$ cat config.mk
export PLATFORM = sky130hd
export DESIGN_NAME = pcd_top
export DESIGN_NICKNAME = d
export VERILOG_FILES = /design/src/rtl/pcd_pkg.sv /design/src/rtl/pcd_regs.sv /design/src/rtl/pcd_top.sv
export SDC_FILE = /design/constraint.sdc
export NUM_CORES = 1
export LEC_CHECK = 0
export BUFFER_PORTS_ARGS = -buffer_cell sky130_fd_sc_hd__buf_2
export CAP_MARGIN = 40
export CORE_ASPECT_RATIO = 1.5
export CORE_MARGIN = 3
export CORE_UTILIZATION = 45
export DETAILED_ROUTE_END_ITERATION = 6
export SLEW_MARGIN = 0
export SYNTH_ARGS = -nofsm -noshare
export SYNTH_HDL_FRONTEND = slang
export SYNTH_HIERARCHICAL = 1
export SYNTH_SLANG_ARGS = --single-unit
$ cat constraint.sdc
create_clock -name sys_clk_in -period 2.63 [get_ports sys_clk_in]
set_clock_uncertainty 0.1 [all_clocks]
set_input_delay 0.1315 -clock sys_clk_in [delete_from_list [all_inputs] [get_ports sys_clk_in]]
set_output_delay 0.1315 -clock sys_clk_in [all_outputs]
set_load 0.02 [all_outputs]
$ cat src/rtl/pcd_pkg.sv
// Purpose: shared constants and types of the packet config and delay block
// Assumes: 25 MHz device clock, byte-wide register port
// Notes:   register offsets are the device's own register addresses
package pcd_pkg;

    // ==========================================================
    // register port
    localparam int unsigned ADDR_W   = 10;
    localparam int unsigned DATA_W   = 8;
    localparam int unsigned NUM_REGS = 8;

    localparam logic [9:0] OFS_BUFFER_CFG = 10'h107;
    localparam logic [9:0] OFS_PKT_CFG    = 10'h108;
    localparam logic [9:0] OFS_RX_DELAY   = 10'h109;
    localparam logic [9:0] OFS_TX_DELAY   = 10'h10a;
    localparam logic [9:0] OFS_DELAY_EXT  = 10'h10b;
    localparam logic [9:0] OFS_SYNC_LOW   = 10'h10c;
    localparam logic [9:0] OFS_SYNC_MID   = 10'h10d;
    localparam logic [9:0] OFS_SYNC_HIGH  = 10'h10e;

    // ==========================================================
    // values after reset
    localparam logic [7:0] RST_BUFFER_CFG = 8'h00;
    localparam logic [7:0] RST_PKT_CFG    = 8'h04;
    localparam logic [7:0] RST_RX_DELAY   = 8'hc0;
    localparam logic [7:0] RST_TX_DELAY   = 8'hc0;
    localparam logic [7:0] RST_DELAY_EXT  = 8'h00;
    localparam logic [7:0] RST_SYNC_LOW   = 8'h31;
    localparam logic [7:0] RST_SYNC_MID   = 8'h7a;
    localparam logic [7:0] RST_SYNC_HIGH  = 8'haa;
    localparam logic [7:0] RST_RDATA      = 8'h00;

    // ==========================================================
    // field positions
    localparam int unsigned BIT_DELAY_OFF   = 7;
    localparam int unsigned BIT_ADDON_EN    = 4;
    localparam int unsigned BIT_SKIP_SETTLE = 3;
    localparam int unsigned BIT_FCS_OFF     = 0;

    // ==========================================================
    // timing
    localparam int unsigned CLK_PERIOD_NS = 40;
    localparam int unsigned US_NS         = 1000;
    localparam int unsigned TICK_CYCLES   = US_NS / CLK_PERIOD_NS;
    localparam int unsigned EXT_STEP_US   = 4;
    localparam int unsigned TICK_W        = 5;
    localparam int unsigned US_W          = 11;
    localparam logic [4:0]  TICK_LAST     = 5'(TICK_CYCLES - 1);

    // ==========================================================
    // types
    typedef struct packed {
        logic [7:0]  buffer_cfg;
        logic [7:0]  pkt_cfg;
        logic [7:0]  rx_delay;
        logic [7:0]  tx_delay;
        logic [7:0]  delay_ext;
        logic [23:0] sync_word;
    } pcd_cfg_s;

    typedef enum logic [1:0] {
        ST_IDLE = 2'b01,
        ST_WAIT = 2'b10
    } pcd_state_e;

endpackage : pcd_pkg

$ cat src/rtl/pcd_regs.sv
// Purpose: byte register file of the packet config and delay block
// Assumes: one access per cycle, write and read strobes synchronous
// Notes:   read data come out of a register one cycle after the strobe
`timescale 1ns/1ps

module pcd_regs
(
    // clock and reset
    input  wire logic                 sys_clk_in,
    input  wire logic                 reset_n_in,
    // register port
    input  wire logic                 wr_en_in,
    input  wire logic                 rd_en_in,
    input  wire logic [9:0]           addr_in,
    input  wire logic [7:0]           wdata_in,
    output logic      [7:0]           rdata_out,
    // stored fields
    output pcd_pkg::pcd_cfg_s         cfg_out
);

    // ==========================================================
    // decode
    function automatic logic in_map(input logic [9:0] a);
        in_map = (a >= pcd_pkg::OFS_BUFFER_CFG) &&
                 (a <= pcd_pkg::OFS_SYNC_HIGH);
    endfunction

    function automatic logic [2:0] index_of(input logic [9:0] a);
        logic [9:0] d;
        d = a - pcd_pkg::OFS_BUFFER_CFG;
        index_of = d[2:0];
    endfunction

    logic [7:0] mem      [pcd_pkg::NUM_REGS];
    logic [7:0] next_mem [pcd_pkg::NUM_REGS];
    logic [7:0] next_rdata;

    // ==========================================================
    // next values
    always_comb
    begin
        for (int i = 0; i < pcd_pkg::NUM_REGS; i++)
            next_mem[i] = mem[i];
        next_rdata = rdata_out;
        if (wr_en_in && in_map(addr_in))
            next_mem[index_of(addr_in)] = wdata_in;
        // unmapped reads answer zero
        if (rd_en_in)
            next_rdata = in_map(addr_in) ? mem[index_of(addr_in)]
                                         : pcd_pkg::RST_RDATA;
    end

    always_ff @(posedge sys_clk_in or negedge reset_n_in)
    begin
        if (!reset_n_in)
        begin
            mem[0]    <= pcd_pkg::RST_BUFFER_CFG;
            mem[1]    <= pcd_pkg::RST_PKT_CFG;
            mem[2]    <= pcd_pkg::RST_RX_DELAY;
            mem[3]    <= pcd_pkg::RST_TX_DELAY;
            mem[4]    <= pcd_pkg::RST_DELAY_EXT;
            mem[5]    <= pcd_pkg::RST_SYNC_LOW;
            mem[6]    <= pcd_pkg::RST_SYNC_MID;
            mem[7]    <= pcd_pkg::RST_SYNC_HIGH;
            rdata_out <= pcd_pkg::RST_RDATA;
        end
        else
        begin
            for (int i = 0; i < pcd_pkg::NUM_REGS; i++)
                mem[i] <= next_mem[i];
            rdata_out <= next_rdata;
        end
    end

    assign cfg_out.buffer_cfg = mem[0];
    assign cfg_out.pkt_cfg    = mem[1];
    assign cfg_out.rx_delay   = mem[2];
    assign cfg_out.tx_delay   = mem[3];
    assign cfg_out.delay_ext  = mem[4];
    assign cfg_out.sync_word  = {mem[7], mem[6], mem[5]};

endmodule // pcd_regs

$ cat src/rtl/pcd_top.sv
// Purpose: packet handling config, command delays and sync pattern
// Assumes: commands and frame events are one-cycle pulses on sys_clk_in
// Notes:   commands that arrive while a delay runs are dropped
//
// Contract
// host loads the extension module before setting the extension-enable bit
// skip bit set skips synth calibration and settling, else performed
// host sets the skip bit only in continuous packet transmission mode
// packet-received interrupt raised in both packet modes, any fcs setting
// 802.15.4, bit0 clear: check fcs, replace it with rssi and quality
// 802.15.4, bit0 clear: generate and append fcs, ignore buffer fcs
// 802.15.4, bit0 set: store received fcs unchanged, no check
// 802.15.4, bit0 set: transmit fcs bytes from transmit buffer
// fsk, bit0 clear: check received crc, append generated crc on transmit
// fsk, bit0 set: store received crc unchecked, send buffer crc
// 802.15.4: receive delay before frame search and rssi window, reset 192
// fsk: receive delay in microseconds before sync word search
// transmit delay before entering transmit, 1 us units, reset 192
// both delays lengthened by extension times 4 us, reset zero
// sync bits [7:0] and [15:8] from two byte registers, 49 and 122
// buffer config bit 7 set disables both command delays
// sync bits [23:16] in a third byte register, reset 170
// delay equals base plus four times extension, timed by microsecond tick
`timescale 1ns/1ps

module pcd_top
(
    // clock and reset
    input  wire logic                 sys_clk_in,
    input  wire logic                 reset_n_in,
    // register port
    input  wire logic                 reg_wr_en_in,
    input  wire logic                 reg_rd_en_in,
    input  wire logic [9:0]           reg_addr_in,
    input  wire logic [7:0]           reg_wdata_in,
    output logic      [7:0]           reg_rdata_out,
    // radio controller
    input  wire logic                 mode_fsk_in,
    input  wire logic                 receive_command_in,
    input  wire logic                 transmit_command_in,
    input  wire logic                 synth_cal_done_in,
    input  wire logic                 frame_received_in,
    output logic                      synth_cal_start_out,
    output logic                      rx_search_start_out,
    output logic                      rssi_window_start_out,
    output logic                      tx_enter_out,
    output logic                      delay_busy_out,
    output logic                      pkt_received_irq_out,
    // packet manager controls
    output logic                      rx_check_en_out,
    output logic                      rx_fcs_replace_out,
    output logic                      rx_store_raw_out,
    output logic                      tx_check_gen_out,
    output logic                      addon_enable_out,
    output logic      [23:0]          sync_word_out
);

    // ==========================================================
    // registers
    pcd_pkg::pcd_cfg_s cfg;

    pcd_regs u_regs
    (
        .sys_clk_in (sys_clk_in),
        .reset_n_in (reset_n_in),
        .wr_en_in   (reg_wr_en_in),
        .rd_en_in   (reg_rd_en_in),
        .addr_in    (reg_addr_in),
        .wdata_in   (reg_wdata_in),
        .rdata_out  (reg_rdata_out),
        .cfg_out    (cfg)
    );

    // delay in microseconds, zero when delays are switched off
    function automatic logic [10:0] delay_us(
        input logic [7:0] base,
        input logic [7:0] ext,
        input logic       off
    );
        logic [10:0] sum;
        sum = {3'h0, base} +
              11'({3'h0, ext} * 11'(pcd_pkg::EXT_STEP_US));
        delay_us = off ? 11'h000 : sum;
    endfunction

    // ==========================================================
    // configuration flags
    logic fcs_off;
    logic delay_off;
    logic skip_settle;

    assign fcs_off     = cfg.pkt_cfg[pcd_pkg::BIT_FCS_OFF];
    assign delay_off   = cfg.buffer_cfg[pcd_pkg::BIT_DELAY_OFF];
    // the skip is honoured as set; legality of the mode rests with the host
    assign skip_settle = cfg.pkt_cfg[pcd_pkg::BIT_SKIP_SETTLE];

    logic        next_rx_check;
    logic        next_rx_replace;
    logic        next_rx_raw;
    logic        next_tx_gen;
    logic        next_addon;
    logic [23:0] next_sync;
    logic        next_irq;

    always_comb
    begin
        // fcs in 802.15.4, crc in fsk: same switch, only the swap differs
        next_rx_check   = !fcs_off;
        next_rx_replace = !fcs_off && !mode_fsk_in;
        next_rx_raw     = fcs_off;
        next_tx_gen     = !fcs_off;
        // the enable is passed on as is; loading first is the host's duty
        next_addon      = cfg.pkt_cfg[pcd_pkg::BIT_ADDON_EN];
        next_sync       = cfg.sync_word;
        next_irq        = frame_received_in;
    end

    always_ff @(posedge sys_clk_in or negedge reset_n_in)
    begin
        if (!reset_n_in)
        begin
            rx_check_en_out      <= 1'b1;
            rx_fcs_replace_out   <= 1'b1;
            rx_store_raw_out     <= 1'b0;
            tx_check_gen_out     <= 1'b1;
            addon_enable_out     <= 1'b0;
            sync_word_out        <= {pcd_pkg::RST_SYNC_HIGH,
                                     pcd_pkg::RST_SYNC_MID,
                                     pcd_pkg::RST_SYNC_LOW};
            pkt_received_irq_out <= 1'b0;
        end
        else
        begin
            rx_check_en_out      <= next_rx_check;
            rx_fcs_replace_out   <= next_rx_replace;
            rx_store_raw_out     <= next_rx_raw;
            tx_check_gen_out     <= next_tx_gen;
            addon_enable_out     <= next_addon;
            sync_word_out        <= next_sync;
            pkt_received_irq_out <= next_irq;
        end
    end

    // ==========================================================
    // command delay sequencer
    pcd_pkg::pcd_state_e state;
    pcd_pkg::pcd_state_e next_state;
    logic        is_rx;
    logic        next_is_rx;
    logic        cal_pending;
    logic        next_cal_pending;
    logic [10:0] us_left;
    logic [10:0] next_us_left;
    logic [4:0]  tick_cnt;
    logic [4:0]  next_tick_cnt;
    logic        next_cal_start;
    logic        next_rx_start;
    logic        next_rssi_start;
    logic        next_tx_enter;

    always_comb
    begin
        next_state       = state;
        next_is_rx       = is_rx;
        next_cal_pending = cal_pending;
        next_us_left     = us_left;
        next_tick_cnt    = tick_cnt;
        next_cal_start   = 1'b0;
        next_rx_start    = 1'b0;
        next_rssi_start  = 1'b0;
        next_tx_enter    = 1'b0;
        case (state)
            pcd_pkg::ST_IDLE:
            begin
                if (receive_command_in || transmit_command_in)
                begin
                    // receive wins when both arrive together
                    next_is_rx       = receive_command_in;
                    next_us_left     = receive_command_in
                        ? delay_us(cfg.rx_delay, cfg.delay_ext,
                                   delay_off)
                        : delay_us(cfg.tx_delay, cfg.delay_ext,
                                   delay_off);
                    next_tick_cnt    = 5'h00;
                    next_cal_pending = !skip_settle;
                    next_cal_start   = !skip_settle;
                    next_state       = pcd_pkg::ST_WAIT;
                end
            end
            pcd_pkg::ST_WAIT:
            begin
                if (synth_cal_done_in)
                    next_cal_pending = 1'b0;
                // microsecond tick from the 25 MHz clock
                if (us_left != 11'h000)
                begin
                    if (tick_cnt == pcd_pkg::TICK_LAST)
                    begin
                        next_tick_cnt = 5'h00;
                        next_us_left  = us_left - 11'h001;
                    end
                    else
                        next_tick_cnt = tick_cnt + 5'h01;
                end
                else if (!cal_pending)
                begin
                    next_rx_start   = is_rx;
                    next_rssi_start = is_rx && !mode_fsk_in;
                    next_tx_enter   = !is_rx;
                    next_state      = pcd_pkg::ST_IDLE;
                end
            end
            default:
            begin
                next_state = pcd_pkg::ST_IDLE;
            end
        endcase
    end

    always_ff @(posedge sys_clk_in or negedge reset_n_in)
    begin
        if (!reset_n_in)
        begin
            state                 <= pcd_pkg::ST_IDLE;
            is_rx                 <= 1'b0;
            cal_pending           <= 1'b0;
            us_left               <= 11'h000;
            tick_cnt              <= 5'h00;
            synth_cal_start_out   <= 1'b0;
            rx_search_start_out   <= 1'b0;
            rssi_window_start_out <= 1'b0;
            tx_enter_out          <= 1'b0;
        end
        else
        begin
            state                 <= next_state;
            is_rx                 <= next_is_rx;
            cal_pending           <= next_cal_pending;
            us_left               <= next_us_left;
            tick_cnt              <= next_tick_cnt;
            synth_cal_start_out   <= next_cal_start;
            rx_search_start_out   <= next_rx_start;
            rssi_window_start_out <= next_rssi_start;
            tx_enter_out          <= next_tx_enter;
        end
    end

    // commands seen while busy are dropped, so the host should watch this
    assign delay_busy_out = (state == pcd_pkg::ST_WAIT);

endmodule // pcd_top
==> impl.org <==
** Floorplan
- Effective utilization at floorplan :: 46.4%
- The total area inside the core boundary comes to 13100 µm².
- Die Ht :: 149 µm
- X dimension of the die :: 101 µm
- The floorplan has 51 rows.
- The floorplan step defined a die boundary enclosing 15000 µm².
- During I/O placement, the number of pins put on the boundary was 70.

** CTS
- Count of hold buffers inserted by post-cts repair :: 11
- Counting along the longest clock path gives a buffer depth of 2.
- Clock tree synthesis found a total of 125 sinks.
- Clock network latency to the later pin of the worst-skew pair :: 0.42 ns
- Clock tree synthesis selected as its root buffer the cell sky130_fd_sc_hd__clkbuf_16.
- Once the clock tree was built, the setup fixing pass inserted 0 buffers.
- CTS clock-pin slew for the worst setup and hold paths :: 0.06 ns
- H-tree levels :: 4
- Clock tree from TritonCTS :: built
- Post-CTS repair changed the size of 0 cells.
- TritonCTS created 17 clock buffers.

** Route
- The detail route stage leaves a number of antenna-violating nets equal to 0.
- First-pass iteration count of the detailed router :: 4
- Vias :: 4195
- Count of routing violations after the opening detailed-route iteration :: 184
- Dividing the detail-routed via count by the number of cells gives 5.59.
- DR WL/cell :: 18.9 µm
- Wires add up to 14100 µm.
- DRC Markers :: 0

** Power
- Switching component of the power :: 0.00112 W
- Power spread over the standard cell area amounts to 633 nW/µm².
- Internal power :: 0.00354 W
- Clock power frac :: 51.3%
- Net switching is 24.0% of the power.
- Sequential Power Share :: 42.5%
- Maximum vdd drop :: 0.408 mV
- Cell leakage power :: 3.61 nW
- Gate power share :: 6.2%

** Setup path
- Ordered cell list for the critical path :: ha_1 > fa_1 > a211oi_1 > o21ai_0 > and4_1 > xor2_1 > a221o_1
- Kind of start point of the critical path :: flop
- Last element of the critical path :: us_left[8]$_DFFE_PN0P_
- Critical path capture point type :: flop
- Data arrives at the worst endpoint at 2.65 ns.
- Cell type of the slowest stage on the worst timing path :: sky130_fd_sc_hd__fa_1
- In this run the worst path has a maximum fanout of 4.
- Worst Setup Path Type :: reg -> reg
- For flop-to-flop paths, the worst setup slack is 0.18 ns.
- Beginning of the critical path :: u_regs/cfg_out[24]$_DFFE_PN0P_
- Reg2reg end :: us_left[8]$_DFFE_PN0P_
- Levels on crit path :: 7
- Together, buffers and inverters on the worst path number 0.
- For the worst setup path, the data required time is 2.83 ns.
- The worst register-to-register path begins at u_regs/cfg_out[24]$_DFFE_PN0P_.
- Category of cells accounting for the largest share of critical-path delay :: compound AO/OA/AOI/OAI gates
- On the worst path, the slowest cell contributes a delay of 0.43 ns.
- The number of cells on the worst reg-to-reg path is 7.

** Cells and area
- Cells fill 55.9% of the core in the end.
- Registers take 3170 µm².
- Summing all multi-input logic gate instances after layout gives 2790 µm².
- Compared with the post-synthesis result, the final layout area differs by 20.7%.
- Antenna Cells :: 0
- Finished Layout Cells :: 750
- Layout cells sized above 1 :: 43.7%
- Number of nets at the end of the flow :: 625
- Number of fillers in the final layout :: 1133
- The finished cells cover 7350 µm².

** Logic synthesis
- After synthesis the netlist holds a flip-flop and latch count of 125.
- For this run, the register share of the synthesized area comes to 52.0%.
- After synthesis, the mean cell area works out to 12.6 µm².
- Measured against the total synthesized area, the mux share comes to 18.4%.
- Synth Warn # :: 6
- Total standard cell area after synthesis :: 6090 µm²
- The synthesized netlist devotes 11.2% of its cell area to simple gates.
- When the netlist entered floorplanning its net count stood at 532.
- Combinational family with the most area after synthesis :: multiplexers
- Post-Synth XOR/XNOR Area :: 1.01%
- Number of flops mapped to enable cells by yosys :: 0
- Number of library cell types mapped by synthesis :: 65
- Proportion of synthesized flip-flops having asynchronous set or reset :: 100%
- Area share of fa/ha/maj cells after synthesis :: 4.35%
- Commonest register cell after synthesis :: sky130_fd_sc_hd__dfrtp_1
- Fraction of the mapped netlist area in compound gates :: 10.8%
- In the synthesized netlist, the number of instances is 485.

** Outcome
- Status :: finished clean

** Timing
- Worst Tran Pin Value :: 0.633 ns
- In the finished design, the share of the clock period the worst path needs comes to 93.1%.
- Setup violations remaining at the end of the flow were counted as 0.
- Worst max-slew margin expressed relative to the limit :: 57.4%
- The final-report max-slew violation count was 0.
- Unrepaired setup endpoints after global routing :: false
- Minimum period implied by the final worst setup slack :: 2.45 ns
- Adding up every negative setup slack in the final design gives 0 ns.
- Derived from the worst setup path, the maximum achievable clock frequency is 408 MHz.
- The final-report hold violation count came to 0.
- Hold timing on the final database bottoms out at a slack of 0.0167 ns.

** Placed design
- Half-perimeter wire length after placement :: 10500 µm
- Dpl cells :: 707
- Quantity of I/O buffers inserted on ports :: 69
- After detailed placement, the total cell area comes to 6640 µm².
- At the end of routability-driven placement, the weighted congestion stood at 0.903.

** GRT
- Largest net degree at the start of global routing :: 49
- The first global-routing pass estimated 23300 µm of wire.
- GRT Residual Overflow :: 0
- The via count of the first global-routing pass is 4431.
- GRT Resource Usage Total :: 20.1%
- The number of antenna violations at the first check in global routing came to 0.

** Run
- Max Cap Violations :: 0

** Min path
- Worst hold path class :: in -> async
## layout make-up
| class | count | share of cell area, % |
|---|---|---|
| clock buffers | 19 | 6.16 |
| well taps | 159 | 2.71 |
| inverters | 12 | 0.613 |
| multi-input cells | 332 | 37.9 |
| clock inverters | 13 | 2.08 |
| flip-flops and latches | 125 | 43.1 |
| repair buffers | 90 | 7.42 |
## Yosys cell counts (2+ instances only)
master                      n  area share, %
sky130_fd_sc_hd__o21bai_1   2           0.25
sky130_fd_sc_hd__and4_1     2           0.29
sky130_fd_sc_hd__nor2_1    25            1.5
sky130_fd_sc_hd__nand2b_1   5           0.51
sky130_fd_sc_hd__xor2_1     5           0.72
sky130_fd_sc_hd__mux2i_1    4           0.66
sky130_fd_sc_hd__a21oi_2    2           0.29
sky130_fd_sc_hd__nor3_1     6           0.49
sky130_fd_sc_hd__dfstp_2   32             14
sky130_fd_sc_hd__nor4_1     2           0.21
sky130_fd_sc_hd__buf_4      2           0.25
sky130_fd_sc_hd__buf_6      2           0.37
sky130_fd_sc_hd__nor3b_1    2           0.25
sky130_fd_sc_hd__or3_1      8           0.82
sky130_fd_sc_hd__o22ai_1   22            2.3
sky130_fd_sc_hd__nand2_1   22            1.4
sky130_fd_sc_hd__nand4b_1   2           0.29
sky130_fd_sc_hd__a21o_1     4           0.49
sky130_fd_sc_hd__o211ai_1   2           0.25
sky130_fd_sc_hd__dfrtp_1   93             38
sky130_fd_sc_hd__ha_1      18            3.7
sky130_fd_sc_hd__buf_2      7           0.57
sky130_fd_sc_hd__o31ai_1    9            1.1
sky130_fd_sc_hd__inv_1     11           0.68
sky130_fd_sc_hd__a211oi_1   6           0.74
sky130_fd_sc_hd__nor2b_1    2           0.21
sky130_fd_sc_hd__nand3b_1   2           0.25
sky130_fd_sc_hd__nor3_4     8            2.1
sky130_fd_sc_hd__fa_1       2           0.66
sky130_fd_sc_hd__xnor2_1    2           0.29
sky130_fd_sc_hd__mux2_2    96             18
sky130_fd_sc_hd__a21oi_1   11           0.90
sky130_fd_sc_hd__nand3_1    4           0.33
sky130_fd_sc_hd__clkbuf_1   4           0.25
sky130_fd_sc_hd__nand4_1    4           0.41
sky130_fd_sc_hd__and3_1     4           0.41
sky130_fd_sc_hd__o21ai_0   23            1.9
## cell usage in the layout, fill, tap and decap left out, drive strengths merged, types with 3 or more instances in the layout
master / instances
mux2: 96
dfrtp: 93
buf: 79
dfstp: 32
nor2: 26
o21ai: 23
nand2: 23
o22ai: 22
clkbuf: 19
ha: 18
inv: 18
nor3: 15
a21oi: 14
dlygate4sd3: 11
o31ai: 9
or3: 8
a211oi: 6
nand2b: 5
xor2: 5
nand4: 4
and3: 4
a21o: 4
nand3: 4
mux2i: 4
nor4: 3
clkinv: 3
## metal layers
layer / GRT usage [%] / routed length (µm)
met1: 23.4 / 5630
met2: 36.4 / 7860
met3: 3.71 / 390
met4: 7.58 / 263
met5: 0 / 0
## worst min-delay path by stage
stage                                                 to  depth (start not counted)
after floorplan               addon_enable_out$_DFF_PN0_                          0
after global placement    pkt_received_irq_out$_DFF_PN0_                          1
after detailed placement         tick_cnt[0]$_DFFE_PN0P_                          1
after CTS                 u_regs/cfg_out[15]$_DFFE_PN0P_                          2
after global routing      u_regs/cfg_out[16]$_DFFE_PN0P_                          2
final                         sync_word_out[1]$_DFF_PN0_                          2
## power by group through the flow
stage	combinational [W]	clock, W	sequential [W]
6_report	0.000287	0.00239	0.00198
5_1_grt	0.000312	0.00252	0.00198
4_1_cts	0.000292	0.00244	0.00198
3_5_place_dp	0.000278	0	0.00201
3_3_place_gp	0.000274	0	0.00201
2_1_floorplan	0.000137	0	0.00202
## worst register-to-register path, delay by kind of cell, from the launching register on
family / cells / cell delay, ns
xor+xnor: 1 / 0.15
flops: 1 / 0.40
simple gates: 1 / 0.24
compound gates: 3 / 0.76
fa+ha+maj: 2 / 0.68
## stage by stage
| stage | total power [W] | worst slack (ns) |
|---|---|---|
| 4_1_cts | 0.00471 | 0.195 |
| 3_3_place_gp | 0.00228 | 0.259 |
| 3_5_place_dp | 0.00229 | 0.209 |
| 6_report | 0.00466 | 0.180 |
| 5_1_grt | 0.00481 | 0.0780 |
| 2_1_floorplan | 0.00216 | 0.390 |
## registers in the layout (all words and copies together), names as in the netlist, 2 cells and up
signal,cells
u_regs/cfg_out,64
sync_word_out,24
us_left,11
u_regs/rdata_out,8
tick_cnt,5
state,2
## cell families (layout without fill, tap and decap cells)
family	count (synthesis)	after routing
AND/OR/NAND/NOR	109	109
multiplexers	100	100
AO/OA/AOI/OAI	96	96
flip-flops	125	125
adder cells (fa/ha/maj)	20	20
buffers and inverters	28	134
XOR/XNOR	7	7
Power figures use the tool's default switching activity.
